--- src/hw/pwmp_defines.vh ---
// Constants for the three-channel PWM pair generator: register map, fields, dividers.
// Assumes inclusion by bare name from the design files only.
`ifndef PWMP_DEFINES_VH
`define PWMP_DEFINES_VH

`define PWMP_CHANNELS      3
`define PWMP_CNT_W         12
`define PWMP_ADDR_W        8

// Channel window stride in bytes, then register word indices inside one channel window
`define PWMP_CH_STRIDE     8'h20
`define PWMP_IDX_ENCFG     3'h0
`define PWMP_IDX_CTRL      3'h1
`define PWMP_IDX_PER_LO    3'h2
`define PWMP_IDX_PER_HI    3'h3
`define PWMP_IDX_DUTY_LO   3'h4
`define PWMP_IDX_DUTY_HI   3'h5
`define PWMP_IDX_DEAD_LO   3'h6
`define PWMP_IDX_DEAD_HI   3'h7

// Enable and fault configuration fields
`define PWMP_EN_MODULE     0
`define PWMP_EN_PRIMARY    1
`define PWMP_EN_SECONDARY  2
`define PWMP_EN_MODE       3
`define PWMP_EN_FAULT_DET  4
`define PWMP_EN_FLVL_LO    5
`define PWMP_EN_FLVL_HI    6
`define PWMP_ENCFG_MASK    8'h7f

// Control and status fields
`define PWMP_CT_DIV_LO     0
`define PWMP_CT_DIV_HI     1
`define PWMP_CT_POL_LO     2
`define PWMP_CT_POL_HI     3
`define PWMP_CT_FAULT_POL  4
`define PWMP_CT_FAULT_ST   5
`define PWMP_CT_OVF_FLAG   6
`define PWMP_CT_IRQ_EN     7

`define PWMP_RESET_BYTE    8'h00

// Prescaler terminal counts for divide by 1, 8, 32, 128
`define PWMP_DIV1_LIM      7'h00
`define PWMP_DIV8_LIM      7'h07
`define PWMP_DIV32_LIM     7'h1f
`define PWMP_DIV128_LIM    7'h7f

`endif

--- src/hw/pwmp_counter.v ---
// Prescaler and period counter of one PWM channel, with the active period shadow.
// Assumes module_en, div_sel and period inputs come from registers on the same clock.
`include "pwmp_defines.vh"

module pwmp_counter #(
    parameter W = `PWMP_CNT_W
) (
    // Clock and reset
    input  wire         clk,
    input  wire         rst_b,
    // Control
    input  wire         module_en,
    input  wire [1:0]   clock_div_sel,
    input  wire [W-1:0] period_in,
    input  wire         period_pend,
    // State
    output reg  [W-1:0] cnt,
    output wire         start,
    output wire         wrap
);

    reg         en_d;
    reg [6:0]   pre;
    reg [W-1:0] period_act;
    reg [6:0]   lim;
    wire        tick;

    always @* begin
        case (clock_div_sel)
            2'b00:   lim = `PWMP_DIV1_LIM;
            2'b01:   lim = `PWMP_DIV8_LIM;
            2'b10:   lim = `PWMP_DIV32_LIM;
            default: lim = `PWMP_DIV128_LIM;
        endcase
    end

    assign start = module_en & ~en_d;
    // Compare with >= so a smaller divider chosen mid-count does not run the prescaler round
    assign tick  = module_en & ~start & (pre >= lim);
    assign wrap  = tick & (cnt >= period_act);

    always @(posedge clk or negedge rst_b) begin
        if (!rst_b) begin
            en_d       <= 1'b0;
            pre        <= 7'h00;
            cnt        <= {W{1'b0}};
            period_act <= {W{1'b0}};
        end else begin
            en_d <= module_en;
            if (!module_en) begin
                pre <= 7'h00;
                cnt <= {W{1'b0}};
            end else if (start) begin
                pre        <= 7'h00;
                cnt        <= {{(W-1){1'b0}}, 1'b1};
                period_act <= period_in;
            end else if (tick) begin
                pre <= 7'h00;
                if (wrap) begin
                    cnt <= {{(W-1){1'b0}}, 1'b1};
                    if (period_pend)
                        period_act <= period_in;
                end else begin
                    cnt <= cnt + {{(W-1){1'b0}}, 1'b1};
                end
            end else begin
                pre <= pre + 7'h01;
            end
        end
    end

endmodule

--- src/hw/pwmp_top.v ---
// Three PWM pair channels with dead time, fault shutdown and an APB register slave.
// Assumes APB master on MCLK; fault pins are asynchronous and are synchronised here.
//
// Our own choices: register access over APB and the placing of the registers.
`include "pwmp_defines.vh"

module pwmp_top #(
    parameter NCH = `PWMP_CHANNELS,
    parameter W   = `PWMP_CNT_W
) (
    // Clock and reset
    input  wire                     MCLK,
    input  wire                     RST_B,
    // APB slave
    input  wire                     PSEL,
    input  wire                     PENABLE,
    input  wire                     PWRITE,
    input  wire [`PWMP_ADDR_W-1:0]  PADDR,
    input  wire [31:0]              PWDATA,
    input  wire [3:0]               PSTRB,
    output reg                      PREADY,
    output reg  [31:0]              PRDATA,
    output reg                      PSLVERR,
    // Fault pins
    input  wire [NCH-1:0]           FAULT_PIN,
    // Outputs
    output wire [NCH-1:0]           PRIMARY_OUT,
    output wire [NCH-1:0]           SECONDARY_OUT,
    output reg                      PWM_IRQ
);

    // Decode an APB address into {valid, channel, register index}
    function [5:0] dec;
        input [`PWMP_ADDR_W-1:0] a;
        reg [1:0] ch;
        begin
            ch  = a[6:5];
            dec = {(a[7] == 1'b0) && (ch < NCH) && (a[1:0] == 2'b00), ch, a[4:2]};
        end
    endfunction

    reg  [NCH-1:0]   fault_s1;
    reg  [NCH-1:0]   fault_s2;
    wire [5:0]       rd_dec;
    wire [5:0]       wr_dec;
    wire             wr_go;
    wire [7:0]       wr_byte;
    wire [NCH*64-1:0] rd_bus;
    wire [NCH-1:0]   irq_req;
    reg  [7:0]       rd_byte;

    assign rd_dec  = dec(PADDR);
    assign wr_dec  = dec(PADDR);
    assign wr_go   = PSEL & PENABLE & PREADY & PWRITE & wr_dec[5] & PSTRB[0];
    assign wr_byte = PWDATA[7:0];

    always @* begin
        rd_byte = 8'h00;
        if (rd_dec[5])
            rd_byte = rd_bus[{rd_dec[4:0], 3'b000} +: 8];
    end

    // Zero wait states: the access phase completes in its first cycle
    always @(posedge MCLK or negedge RST_B) begin
        if (!RST_B) begin
            PREADY  <= 1'b0;
            PRDATA  <= 32'h0000_0000;
            PSLVERR <= 1'b0;
        end else begin
            PREADY <= PSEL & ~PENABLE;
            if (PSEL & ~PENABLE) begin
                PRDATA  <= {24'h00_0000, rd_byte};
                PSLVERR <= ~rd_dec[5];
            end
        end
    end

    // Fault pins cross in from outside the clock domain
    always @(posedge MCLK or negedge RST_B) begin
        if (!RST_B) begin
            fault_s1 <= {NCH{1'b0}};
            fault_s2 <= {NCH{1'b0}};
        end else begin
            fault_s1 <= FAULT_PIN;
            fault_s2 <= fault_s1;
        end
    end

    always @(posedge MCLK or negedge RST_B) begin
        if (!RST_B)
            PWM_IRQ <= 1'b0;
        else
            PWM_IRQ <= |irq_req;
    end

    genvar i;
    generate
        for (i = 0; i < NCH; i = i + 1) begin : g_ch
            reg  [7:0]   en_cfg;
            reg  [7:0]   ctrl;
            reg  [7:0]   per_lo;
            reg  [3:0]   per_hi;
            reg  [7:0]   duty_lo;
            reg  [3:0]   duty_hi;
            reg  [7:0]   dead_lo;
            reg  [3:0]   dead_hi;
            reg          per_pend;
            reg          duty_pend;
            reg          dead_pend;
            reg  [W-1:0] duty_act;
            reg  [W-1:0] dead_act;
            reg          pri_q;
            reg          sec_q;
            reg          pri_act;
            reg          sec_act;
            reg          next_pri;
            reg          next_sec;
            wire [W-1:0] cnt;
            wire         start;
            wire         wrap;
            wire         sel;
            wire         fault_act;
            wire         mod_en;
            wire         indep;
            wire [W:0]   duty_dead;

            assign sel       = wr_go && (wr_dec[4:3] == i);
            assign mod_en    = en_cfg[`PWMP_EN_MODULE];
            assign indep     = en_cfg[`PWMP_EN_MODE];
            // Pin level equal to the polarity bit means fault
            assign fault_act = en_cfg[`PWMP_EN_FAULT_DET] &&
                               (fault_s2[i] == ctrl[`PWMP_CT_FAULT_POL]);
            assign duty_dead = {1'b0, duty_act} + {1'b0, dead_act};

            pwmp_counter #(
                .W             (W)
            ) u_cnt (
                .clk           (MCLK),
                .rst_b         (RST_B),
                .module_en     (mod_en),
                .clock_div_sel (ctrl[`PWMP_CT_DIV_HI:`PWMP_CT_DIV_LO]),
                .period_in     ({per_hi, per_lo}),
                .period_pend   (per_pend),
                .cnt           (cnt),
                .start         (start),
                .wrap          (wrap)
            );

            always @(posedge MCLK or negedge RST_B) begin
                if (!RST_B) begin
                    en_cfg    <= `PWMP_RESET_BYTE;
                    ctrl      <= `PWMP_RESET_BYTE;
                    per_lo    <= `PWMP_RESET_BYTE;
                    per_hi    <= 4'h0;
                    duty_lo   <= `PWMP_RESET_BYTE;
                    duty_hi   <= 4'h0;
                    dead_lo   <= `PWMP_RESET_BYTE;
                    dead_hi   <= 4'h0;
                    per_pend  <= 1'b0;
                    duty_pend <= 1'b0;
                    dead_pend <= 1'b0;
                    duty_act  <= {W{1'b0}};
                    dead_act  <= {W{1'b0}};
                end else begin
                    if (sel && wr_dec[2:0] == `PWMP_IDX_ENCFG)
                        en_cfg <= wr_byte & `PWMP_ENCFG_MASK;
                    if (sel && wr_dec[2:0] == `PWMP_IDX_CTRL) begin
                        ctrl[`PWMP_CT_IRQ_EN] <= wr_byte[`PWMP_CT_IRQ_EN];
                        ctrl[`PWMP_CT_FAULT_POL:`PWMP_CT_DIV_LO] <=
                            wr_byte[`PWMP_CT_FAULT_POL:`PWMP_CT_DIV_LO];
                    end
                    // Set wins over a clear in the same cycle
                    if (wrap)
                        ctrl[`PWMP_CT_OVF_FLAG] <= 1'b1;
                    else if (sel && wr_dec[2:0] == `PWMP_IDX_CTRL &&
                             !wr_byte[`PWMP_CT_OVF_FLAG])
                        ctrl[`PWMP_CT_OVF_FLAG] <= 1'b0;
                    if (fault_act)
                        ctrl[`PWMP_CT_FAULT_ST] <= 1'b1;
                    else if (sel && wr_dec[2:0] == `PWMP_IDX_CTRL &&
                             !wr_byte[`PWMP_CT_FAULT_ST])
                        ctrl[`PWMP_CT_FAULT_ST] <= 1'b0;
                    if (sel && wr_dec[2:0] == `PWMP_IDX_PER_HI)
                        per_hi <= wr_byte[3:0];
                    if (sel && wr_dec[2:0] == `PWMP_IDX_DUTY_HI)
                        duty_hi <= wr_byte[3:0];
                    if (sel && wr_dec[2:0] == `PWMP_IDX_DEAD_HI)
                        dead_hi <= wr_byte[3:0];
                    // Low byte commits the value; it is taken at the next boundary
                    if (sel && wr_dec[2:0] == `PWMP_IDX_PER_LO) begin
                        per_lo   <= wr_byte;
                        per_pend <= 1'b1;
                    end else if (wrap || start) begin
                        per_pend <= 1'b0;
                    end
                    if (sel && wr_dec[2:0] == `PWMP_IDX_DUTY_LO) begin
                        duty_lo   <= wr_byte;
                        duty_pend <= 1'b1;
                    end else if (wrap || start) begin
                        duty_pend <= 1'b0;
                    end
                    if (sel && wr_dec[2:0] == `PWMP_IDX_DEAD_LO) begin
                        dead_lo   <= wr_byte;
                        dead_pend <= 1'b1;
                    end else if (wrap || start) begin
                        dead_pend <= 1'b0;
                    end
                    if (start || (wrap && duty_pend))
                        duty_act <= {duty_hi, duty_lo};
                    if (start || (wrap && dead_pend))
                        dead_act <= {dead_hi, dead_lo};
                end
            end

            // Active intervals; counter runs 1..period
            always @* begin
                if (indep) begin
                    pri_act = (cnt != {W{1'b0}}) && (cnt <= duty_act);
                    sec_act = (cnt != {W{1'b0}}) && (cnt <= dead_act);
                end else begin
                    // Dead time opens each active interval with both outputs idle
                    pri_act = (cnt > dead_act) && (cnt <= duty_act);
                    sec_act = ({1'b0, cnt} > duty_dead);
                end
            end

            // Disabled outputs sit low whatever the polarity, like an idle pin
            always @* begin
                next_pri = 1'b0;
                next_sec = 1'b0;
                if (mod_en) begin
                    if (ctrl[`PWMP_CT_FAULT_ST]) begin
                        next_pri = en_cfg[`PWMP_EN_FLVL_HI];
                        next_sec = en_cfg[`PWMP_EN_FLVL_LO];
                    end else begin
                        next_pri = pri_act ^ ctrl[`PWMP_CT_POL_HI];
                        next_sec = sec_act ^ ctrl[`PWMP_CT_POL_LO];
                    end
                    if (!en_cfg[`PWMP_EN_PRIMARY])
                        next_pri = 1'b0;
                    if (!en_cfg[`PWMP_EN_SECONDARY])
                        next_sec = 1'b0;
                end
            end

            always @(posedge MCLK or negedge RST_B) begin
                if (!RST_B) begin
                    pri_q <= 1'b0;
                    sec_q <= 1'b0;
                end else begin
                    pri_q <= next_pri;
                    sec_q <= next_sec;
                end
            end

            assign PRIMARY_OUT[i]   = pri_q;
            assign SECONDARY_OUT[i] = sec_q;
            assign irq_req[i]       = ctrl[`PWMP_CT_IRQ_EN] & ctrl[`PWMP_CT_OVF_FLAG];
            assign rd_bus[i*64 +: 64] = {4'h0, dead_hi, dead_lo, 4'h0, duty_hi, duty_lo,
                                         4'h0, per_hi, per_lo, ctrl, en_cfg};
        end
    endgenerate

endmodule

--- config.mk ---
export PLATFORM = sky130hd
export DESIGN_NAME = pwmp_top
export DESIGN_NICKNAME = d
export VERILOG_FILES = /design/src/hw/pwmp_counter.v /design/src/hw/pwmp_top.v
export VERILOG_INCLUDE_DIRS = /design/src /design/src/hw
export SDC_FILE = /design/constraint.sdc
export NUM_CORES = 1
export LEC_CHECK = 0
export BUFFER_PORTS_ARGS = -buffer_cell sky130_fd_sc_hd__buf_4
export CAP_MARGIN = 30
export CELL_PAD_IN_SITES_DETAIL_PLACEMENT = 1
export CELL_PAD_IN_SITES_GLOBAL_PLACEMENT = 1
export CORE_AREA = 2 2 235 237
export CTS_BUF_LIST = sky130_fd_sc_hd__clkbuf_8
export DETAILED_ROUTE_END_ITERATION = 10
export DIE_AREA = 0 0 237 239
export PLACE_DENSITY = 0.63
export SYNTH_ARGS = -nofsm -noshare
export SYNTH_HDL_FRONTEND = slang
export SYNTH_SLANG_ARGS = --single-unit
--- constraint.sdc ---
create_clock -name MCLK -period 3.7 [get_ports MCLK]
set_input_delay 0.185 -clock MCLK [delete_from_list [all_inputs] [get_ports MCLK]]
set_output_delay 0.185 -clock MCLK [all_outputs]
set_load 0.05 [all_outputs]
---- Yosys cells after proc, flatten, opt, wreduce, memory -nomap -nowiden ----
Cells that the tools add are included.
cells by class
  magnitude comparators ................... 19
  div/mod/pow operators ................... 0
  reductions and logical operators ........ 101
  multipliers ............................. 0
  shifts and indexed selects .............. 1
  equal/unequal tests ..................... 21
  add/subtract/negate cells ............... 9
  bitwise operators ....................... 36
  multiplexer cells ....................... 85
operators with widths
  operator                                        number
  two-way mux 12 bit                              24
  variable part select 192 x 9 -> 8 bit           1
  <= comparator 12 bit                            6
  two-way mux 7 bit                               9
  case mux 7 bit (3 select lines)                 3
  logical AND 1 bit                               53
  two-way mux 1 bit                               48
  nonzero test 2 bit                              24
  adder 12 x 12 -> 13 bit                         3
  greater-than comparator 12 x 13 -> 1 bit        3
  adder 12 x 1 -> 12 bit (second input constant)  3
  >= comparator 12 bit                            3
  greater-than comparator 12 bit                  3
  nonzero test 12 bit                             3
  adder 7 x 1 -> 7 bit (second input constant)    3
  bitwise AND 1 bit                               21
  >= comparator 7 bit                             3
  == test 3 bit (second input constant)           4
  AND reduction 4 bit                             3
  logical NOT 2 bit                               5
  logical OR 1 bit                                9
  != test 3 x 1 -> 1 bit (second input constant)  3
  inverter 1 bit                                  9
  == test 2 x 1 -> 1 bit (second input constant)  4
  other kinds (10)                                22
storage, ports and cells
  output and inout port bits .............. 41
  register bits after elaboration ......... 353
  RAM bits ................................ 0
  memories kept ........................... 0
  bits in read-only memories .............. 0
  logic and storage cells ................. 341
  bits in latches ......................... 0

---- Depth between registers and ports, before layout ----
  depth in word-level cells ............... 10
  mapped depth ............................ 17

---- Modules after synthesis ----
Synthesis repeated with hierarchy kept, for this count alone.
second synthesis, totals
  cell total of the unflattened synthesis .. 1929
  area, all modules ....................... 21234.1 um^2
by module, submodules not included
  module        area each (um^2)  instances  sequential area each (um^2)  cells an instance
  pwmp_top      15476.1           1          6431.2                       1362
  pwmp_counter  1919.3            3          800.8                        189

---- Least setup slack after synthesis ----
Ideal clock, no wire load.
  path kind ............................... reg2reg
  start ................................... register g_ch[1].duty_act[1]
  end ..................................... register g_ch[1].sec_q
  path buffers ............................ 0
  clock period less this slack ............ 3443 ps
  setup slack ............................. 257 ps
  library setup time ...................... 128 ps
  data arrival time ....................... 3314 ps
  cell stages (with the launch flop) ...... 17
  cell sequence ........................... dfrtp_1 > ha_1 > a21o_1 > a21oi_1 > nor2b_1 > or4_1 > a41o_1 > o41a_1 > xnor2_1 > ha_1 > o21ai_0 > nor2_1 > o2bb2ai_1 > a211o_1 > o22ai_1 > mux2i_1 > o21ai_0
between the ends
  cells in the longest elaborated chain, start to end .. 7
RTL lines
  item                                      RTL line        RTL
  start: declaration                        pwmp_top.v:110  reg [W-1:0] duty_act;
  start signal: assignment                  pwmp_top.v:162  duty_act <= {W{1'b0}};
  start signal: assignment                  pwmp_top.v:209  duty_act <= {duty_hi, duty_lo};
  adder 12 x 12 -> 13 bit                   pwmp_top.v:133  assign duty_dead = {1'b0, duty_act} + {1'b0, dead_act};
  greater-than comparator 12 x 13 -> 1 bit  pwmp_top.v:223  sec_act = ({1'b0, cnt} > duty_dead);
  two-way mux 1 bit                         pwmp_top.v:217  if (indep) begin
  XOR 1 bit                                 pwmp_top.v:237  next_sec = sec_act ^ ctrl[`PWMP_CT_POL_LO];
  two-way mux 1 bit                         pwmp_top.v:232  if (ctrl[`PWMP_CT_FAULT_ST]) begin
  two-way mux 1 bit                         pwmp_top.v:241  if (!en_cfg[`PWMP_EN_SECONDARY])
  two-way mux 1 bit                         pwmp_top.v:231  if (mod_en) begin
  net g_ch[1].next_sec                      pwmp_top.v:117  reg next_sec;
  end signal: assignment                    pwmp_top.v:252  sec_q <= next_sec;
  end: declaration                          pwmp_top.v:113  reg sec_q;
The timed path passes the listed nets, and every way through them passes these cells.
A chain may end at the register's enable or synchronous reset.

---- Final worst setup path ----
  start ................................... register g_ch[1].dead_act[1]
  end ..................................... register g_ch[1].sec_q
between the ends
  cells in the longest elaborated chain, start to end .. 7
RTL lines
  item                                                                                  RTL line                        RTL
  start: declaration                                                                    pwmp_top.v:111                  reg [W-1:0] dead_act;
  start signal: assignment                                                              pwmp_top.v:163                  dead_act <= {W{1'b0}};
  start signal: assignment                                                              pwmp_top.v:211                  dead_act <= {dead_hi, dead_lo};
  adder 12 x 12 -> 13 bit / <= comparator 12 bit (equally long branches)                pwmp_top.v:133, pwmp_top.v:219
  greater-than comparator 12 x 13 -> 1 bit / logical AND 1 bit (equally long branches)  pwmp_top.v:223, pwmp_top.v:219
  two-way mux 1 bit *                                                                   pwmp_top.v:217
  XOR 1 bit *                                                                           pwmp_top.v:237
  two-way mux 1 bit *                                                                   pwmp_top.v:232
  two-way mux 1 bit *                                                                   pwmp_top.v:241
  two-way mux 1 bit *                                                                   pwmp_top.v:231
  net g_ch[1].next_sec                                                                  pwmp_top.v:117
Mark *: on every way through the listed nets, which the timed path passes. The rest lies on a longest branch.

==> impl_metrics.env <==
export IMPL_run_status="finished, final reports clean"
export IMPL_drive_above_1_share_pct=24.3
export IMPL_hold_path_class="in -> reg"
export IMPL_antenna_found_initial=3
export IMPL_cts_tree="built"
export IMPL_crit_arrival_ns=4.16
export IMPL_cts_reportedPaths_clkPinSlew_ns=0.07
export IMPL_die_area_um2=56600
export IMPL_timing_reg2reg_worst_path_depth=16
export IMPL_largest_net_degree_at_the_start_of_global_routing=108
export IMPL_place_hpwl_um=46300
export IMPL_place_detailed_instances=2671
export IMPL_numPortBuffers=41
export IMPL_placementRows=86
export IMPL_grt_use_met3_pct=4.20
export IMPL_crit_path_cell_trace="ha_1 > a21o_1 > a21oi_2 > nor2b_2 > or4_4 > a41o_1 > o41a_1 > xnor2_1 > ha_1 > o21ai_1 > nor2_1 > o2bb2ai_1 > a211o_1 > o22ai_2 > mux2i_1 > o21ai_1"
export IMPL_category_of_the_critical_setup_timing_path="reg -> reg"
export IMPL_detail_route_wl_per_cell_um=22.7
export IMPL_worst_skew_pair_late_latency_ns=0.65
export IMPL_grt_use_met2_pct=38.7
export IMPL_grt_pass1_vias=17100
export IMPL_r2r_slack_ns=0.08
export IMPL_powerDensity_nw_per_um2=340
export IMPL_hold_depth=2
export IMPL_core_um2=54300
export IMPL_async_reset_ff_share_pct=100
export IMPL_route_detailed_vias_per_inst=5.66
export IMPL_grt_overflow_total=0
export IMPL_fin_cells=2802
export IMPL_cts_htree_levels=3
export IMPL_max_clock_freq_ghz=0.276
export IMPL_predominant_post_synthesis_flop_cell="sky130_fd_sc_hd__dfrtp_1"
export IMPL_r2r_end="g_ch[1].sec_q"
export IMPL_drc=0
export IMPL_global_route_peak_usage_layer="met2"
export IMPL_peakVddDrop_mv=0.211
export IMPL_nNetsFinal=2314
export IMPL_relSlewSlack_pct=37.8
export IMPL_timing_hold_worst_endpoint="g_ch[0].ctrl[3]"
export IMPL_grt_pass1_wl_um=101000
export IMPL_synth_top_cell_area_share_pct=41.2
export IMPL_flow_area_growth_from_synthesis_pct=12.3
export IMPL_min_period_over_period_pct=97.9
export IMPL_timing_critical_path_slowest_cell_delay_ns=0.43
export IMPL_yosys_area_top_type="sky130_fd_sc_hd__dfrtp_1"
export IMPL_synthCells=1952
export IMPL_cp_required_ns=4.23
export IMPL_syn_area_per_cell_um2=11.0
export IMPL_die_width_um=237
export IMPL_number_of_warning_messages_in_the_yosys_log=0
export IMPL_clock_tree_buffer_depth=3
export IMPL_layout_common_cells="353 x sky130_fd_sc_hd__dfrtp_1, 256 x sky130_fd_sc_hd__mux2_2, 210 x sky130_fd_sc_hd__ha_1"
export IMPL_drt_initial_drc_count=893
export IMPL_grt_util_met1_pct=30.1
export IMPL_critical_path_max_fanout=2
export IMPL_route_antenna_remaining_nets=0
export IMPL_worst_slew_pin_transition_ns=0.927
export IMPL_setup_worst_path_start_class="flop"
export IMPL_min_period_ns=3.62
export IMPL_die_h_um=239
export IMPL_leakagePower_nw=11.4
export IMPL_netlist_cell_type_count=75
export IMPL_grt_total_usage_pct=23.0
export IMPL_routed_wl_um=63500
export IMPL_num_vias=15900
export IMPL_worstHoldStart="PWDATA[3]"
export IMPL_mostFrequentLayoutCell="sky130_fd_sc_hd__dfrtp_1"
export IMPL_synth_area_um2=21500
export IMPL_timing_max_transition_violations_final=0
export IMPL_crit_path_top_delay_cell="sky130_fd_sc_hd__or4_4"
export IMPL_critPathCaptureType="flop"
export IMPL_firstDrtPassIters=5
export IMPL_netlist_top_cells_area="sky130_fd_sc_hd__dfrtp_1 41%, sky130_fd_sc_hd__mux2_2 13%, sky130_fd_sc_hd__ha_1 12%, sky130_fd_sc_hd__mux4_2 3.1%, sky130_fd_sc_hd__inv_1 2.5%"
export IMPL_synth_enable_flop_cells=0
export IMPL_setup_repair_after_global_routing_missed_its_margin="true"
export IMPL_cts_inserted_buffers=68
export IMPL_ys_seq_area_share_pct=41.2
export IMPL_maxCapViolCount=0
export IMPL_start_util_pct=39.5
export IMPL_final_cell_area_um2=24100
export IMPL_skew_ns=0.0313
export IMPL_hold_vio_cnt_final=0
export IMPL_synth_ff_latch_count=353
export IMPL_numClockSinks=353
export IMPL_cts_root_buffer="sky130_fd_sc_hd__clkbuf_8"
export IMPL_regToRegStartpoint="g_ch[1].dead_act[1]"
export IMPL_placed_area_um2=22600
export IMPL_finalWeightedCongestion=0.850
export IMPL_finalSetupViolations=0
export IMPL_design_portCount=93
==> Yosys cell counts, types with 24 or more instances <==
cell type / count
sky130_fd_sc_hd__ha_1: 210
sky130_fd_sc_hd__clkbuf_1: 31
sky130_fd_sc_hd__xor2_1: 26
sky130_fd_sc_hd__xnor2_1: 24
sky130_fd_sc_hd__a21oi_1: 92
sky130_fd_sc_hd__nand3_1: 61
sky130_fd_sc_hd__nand4_1: 38
sky130_fd_sc_hd__nor2_1: 88
sky130_fd_sc_hd__nor3_1: 24
sky130_fd_sc_hd__buf_4: 40
sky130_fd_sc_hd__dfrtp_1: 353
sky130_fd_sc_hd__mux2_2: 256
sky130_fd_sc_hd__nand2b_1: 30
sky130_fd_sc_hd__mux2i_1: 26
sky130_fd_sc_hd__nand2_1: 112
sky130_fd_sc_hd__o21ai_0: 57
sky130_fd_sc_hd__mux4_2: 30
sky130_fd_sc_hd__inv_1: 144
==> final cells by class <==
cell class,instances,area [um2]
timing repair buffer,91,766
tap,704,881
fill,5876,30200
multi-input combinational,1390,11700
clock buffer,85,1170
inverter,145,544
sequential,353,8830
clock inverter,32,196
antenna,2,5.00
==> critical path: cells and delay by family (launching register included) <==
family / cells / cell delay [ns]
AO/OA/AOI/OAI: 9 / 1.62
adder cells (fa/ha/maj): 2 / 0.61
AND/OR/NAND/NOR: 3 / 0.60
flip-flops: 1 / 0.39
multiplexers: 1 / 0.19
XOR/XNOR: 1 / 0.14
==> per-stage QoR <==
stage / utilization [%] / setup WS (ns) / hold WS (ns) / power (mW) / TNS, ns
after floorplan: - / 0.257 / -0.111 / 4.14 / 0
after global placement: 41.6 / 0.00549 / 0.295 / 4.30 / 0
after detailed placement: 41.6 / -0.0790 / 0.295 / 4.30 / -0.119
after CTS: 44.3 / 0.00228 / 0.0513 / 8.34 / 0
after global routing: 44.4 / -0.0883 / 0.0699 / 8.53 / -0.252
final: 44.4 / 0.0770 / 0.0963 / 8.21 / 0
==> layer usage <==
layer	vias to the layer above	part of all wire, %
li1	7290	-
met1	8169	45
met2	295	48
met3	111	4.0
met4	2	2.8
met5	-	0.020
==> repair_timing <==
| item | in CTS | in global routing |
|---|---|---|
| setup endpoints to repair | 2 | 3 |
| endpoints found under the hold margin | 162 | 0 |
| buffers inserted | 0 | 2 |
| pin swaps | 0 | 9 |
| hold buffers | 10 | 0 |
| gates resized for setup | 3 | 11 |
==> worst max-delay path by stage <==
stage | cells past startpoint | slack, ns | to | from
2_1_floorplan | 16 | 0.26 | g_ch[1].sec_q | g_ch[1].duty_act[1]
3_3_place_gp | 16 | 0.005 | g_ch[1].sec_q | g_ch[1].duty_act[1]
3_5_place_dp | 16 | -0.08 | g_ch[1].sec_q | g_ch[1].duty_act[1]
4_1_cts | 16 | 0.002 | g_ch[0].sec_q | g_ch[0].duty_act[1]
6_report | 16 | 0.08 | g_ch[1].sec_q | g_ch[1].dead_act[1]
5_1_grt | 16 | -0.09 | g_ch[1].sec_q | g_ch[1].dead_act[1]
==> report_power, final <==
group          internal (mW)  leakage [nW]  switching [mW]  total (mW)
logic                 0.0816          5.76           0.267       0.349
registers               3.88          4.84          0.0142        3.89
clock network           2.20         0.771            1.76        3.97
==> logic make-up (layout without fill, tap and decap cells) <==
logic type,after synthesis,in the layout,share of synthesized area (%)
AND/OR/NAND/NOR,453,453,10.8
flip-flops,353,353,41.2
AO/OA/AOI/OAI,338,338,10.8
multiplexers,312,312,17.8
buffers and inverters,232,353,4.87
adder cells (fa/ha/maj),213,213,12.5
XOR/XNOR,50,50,2.04
other,1,26,0.0175
==> registers in the layout (all words and copies together) (netlist names), 8 cells and up <==
| signal | flops |
|---|---|
| PRDATA | 8 |
| g_ch.per_lo | 24 |
| g_ch.duty_lo | 24 |
| g_ch.u_cnt.period_act | 36 |
| g_ch.dead_lo | 24 |
| g_ch.duty_hi | 12 |
| g_ch.dead_hi | 12 |
| g_ch.ctrl | 24 |
| g_ch.u_cnt.cnt | 36 |
| g_ch.dead_act | 36 |
| g_ch.u_cnt.pre | 21 |
| g_ch.duty_act | 36 |
| g_ch.per_hi | 12 |
| g_ch.en_cfg | 21 |
(Power assumes the default switching activity.)
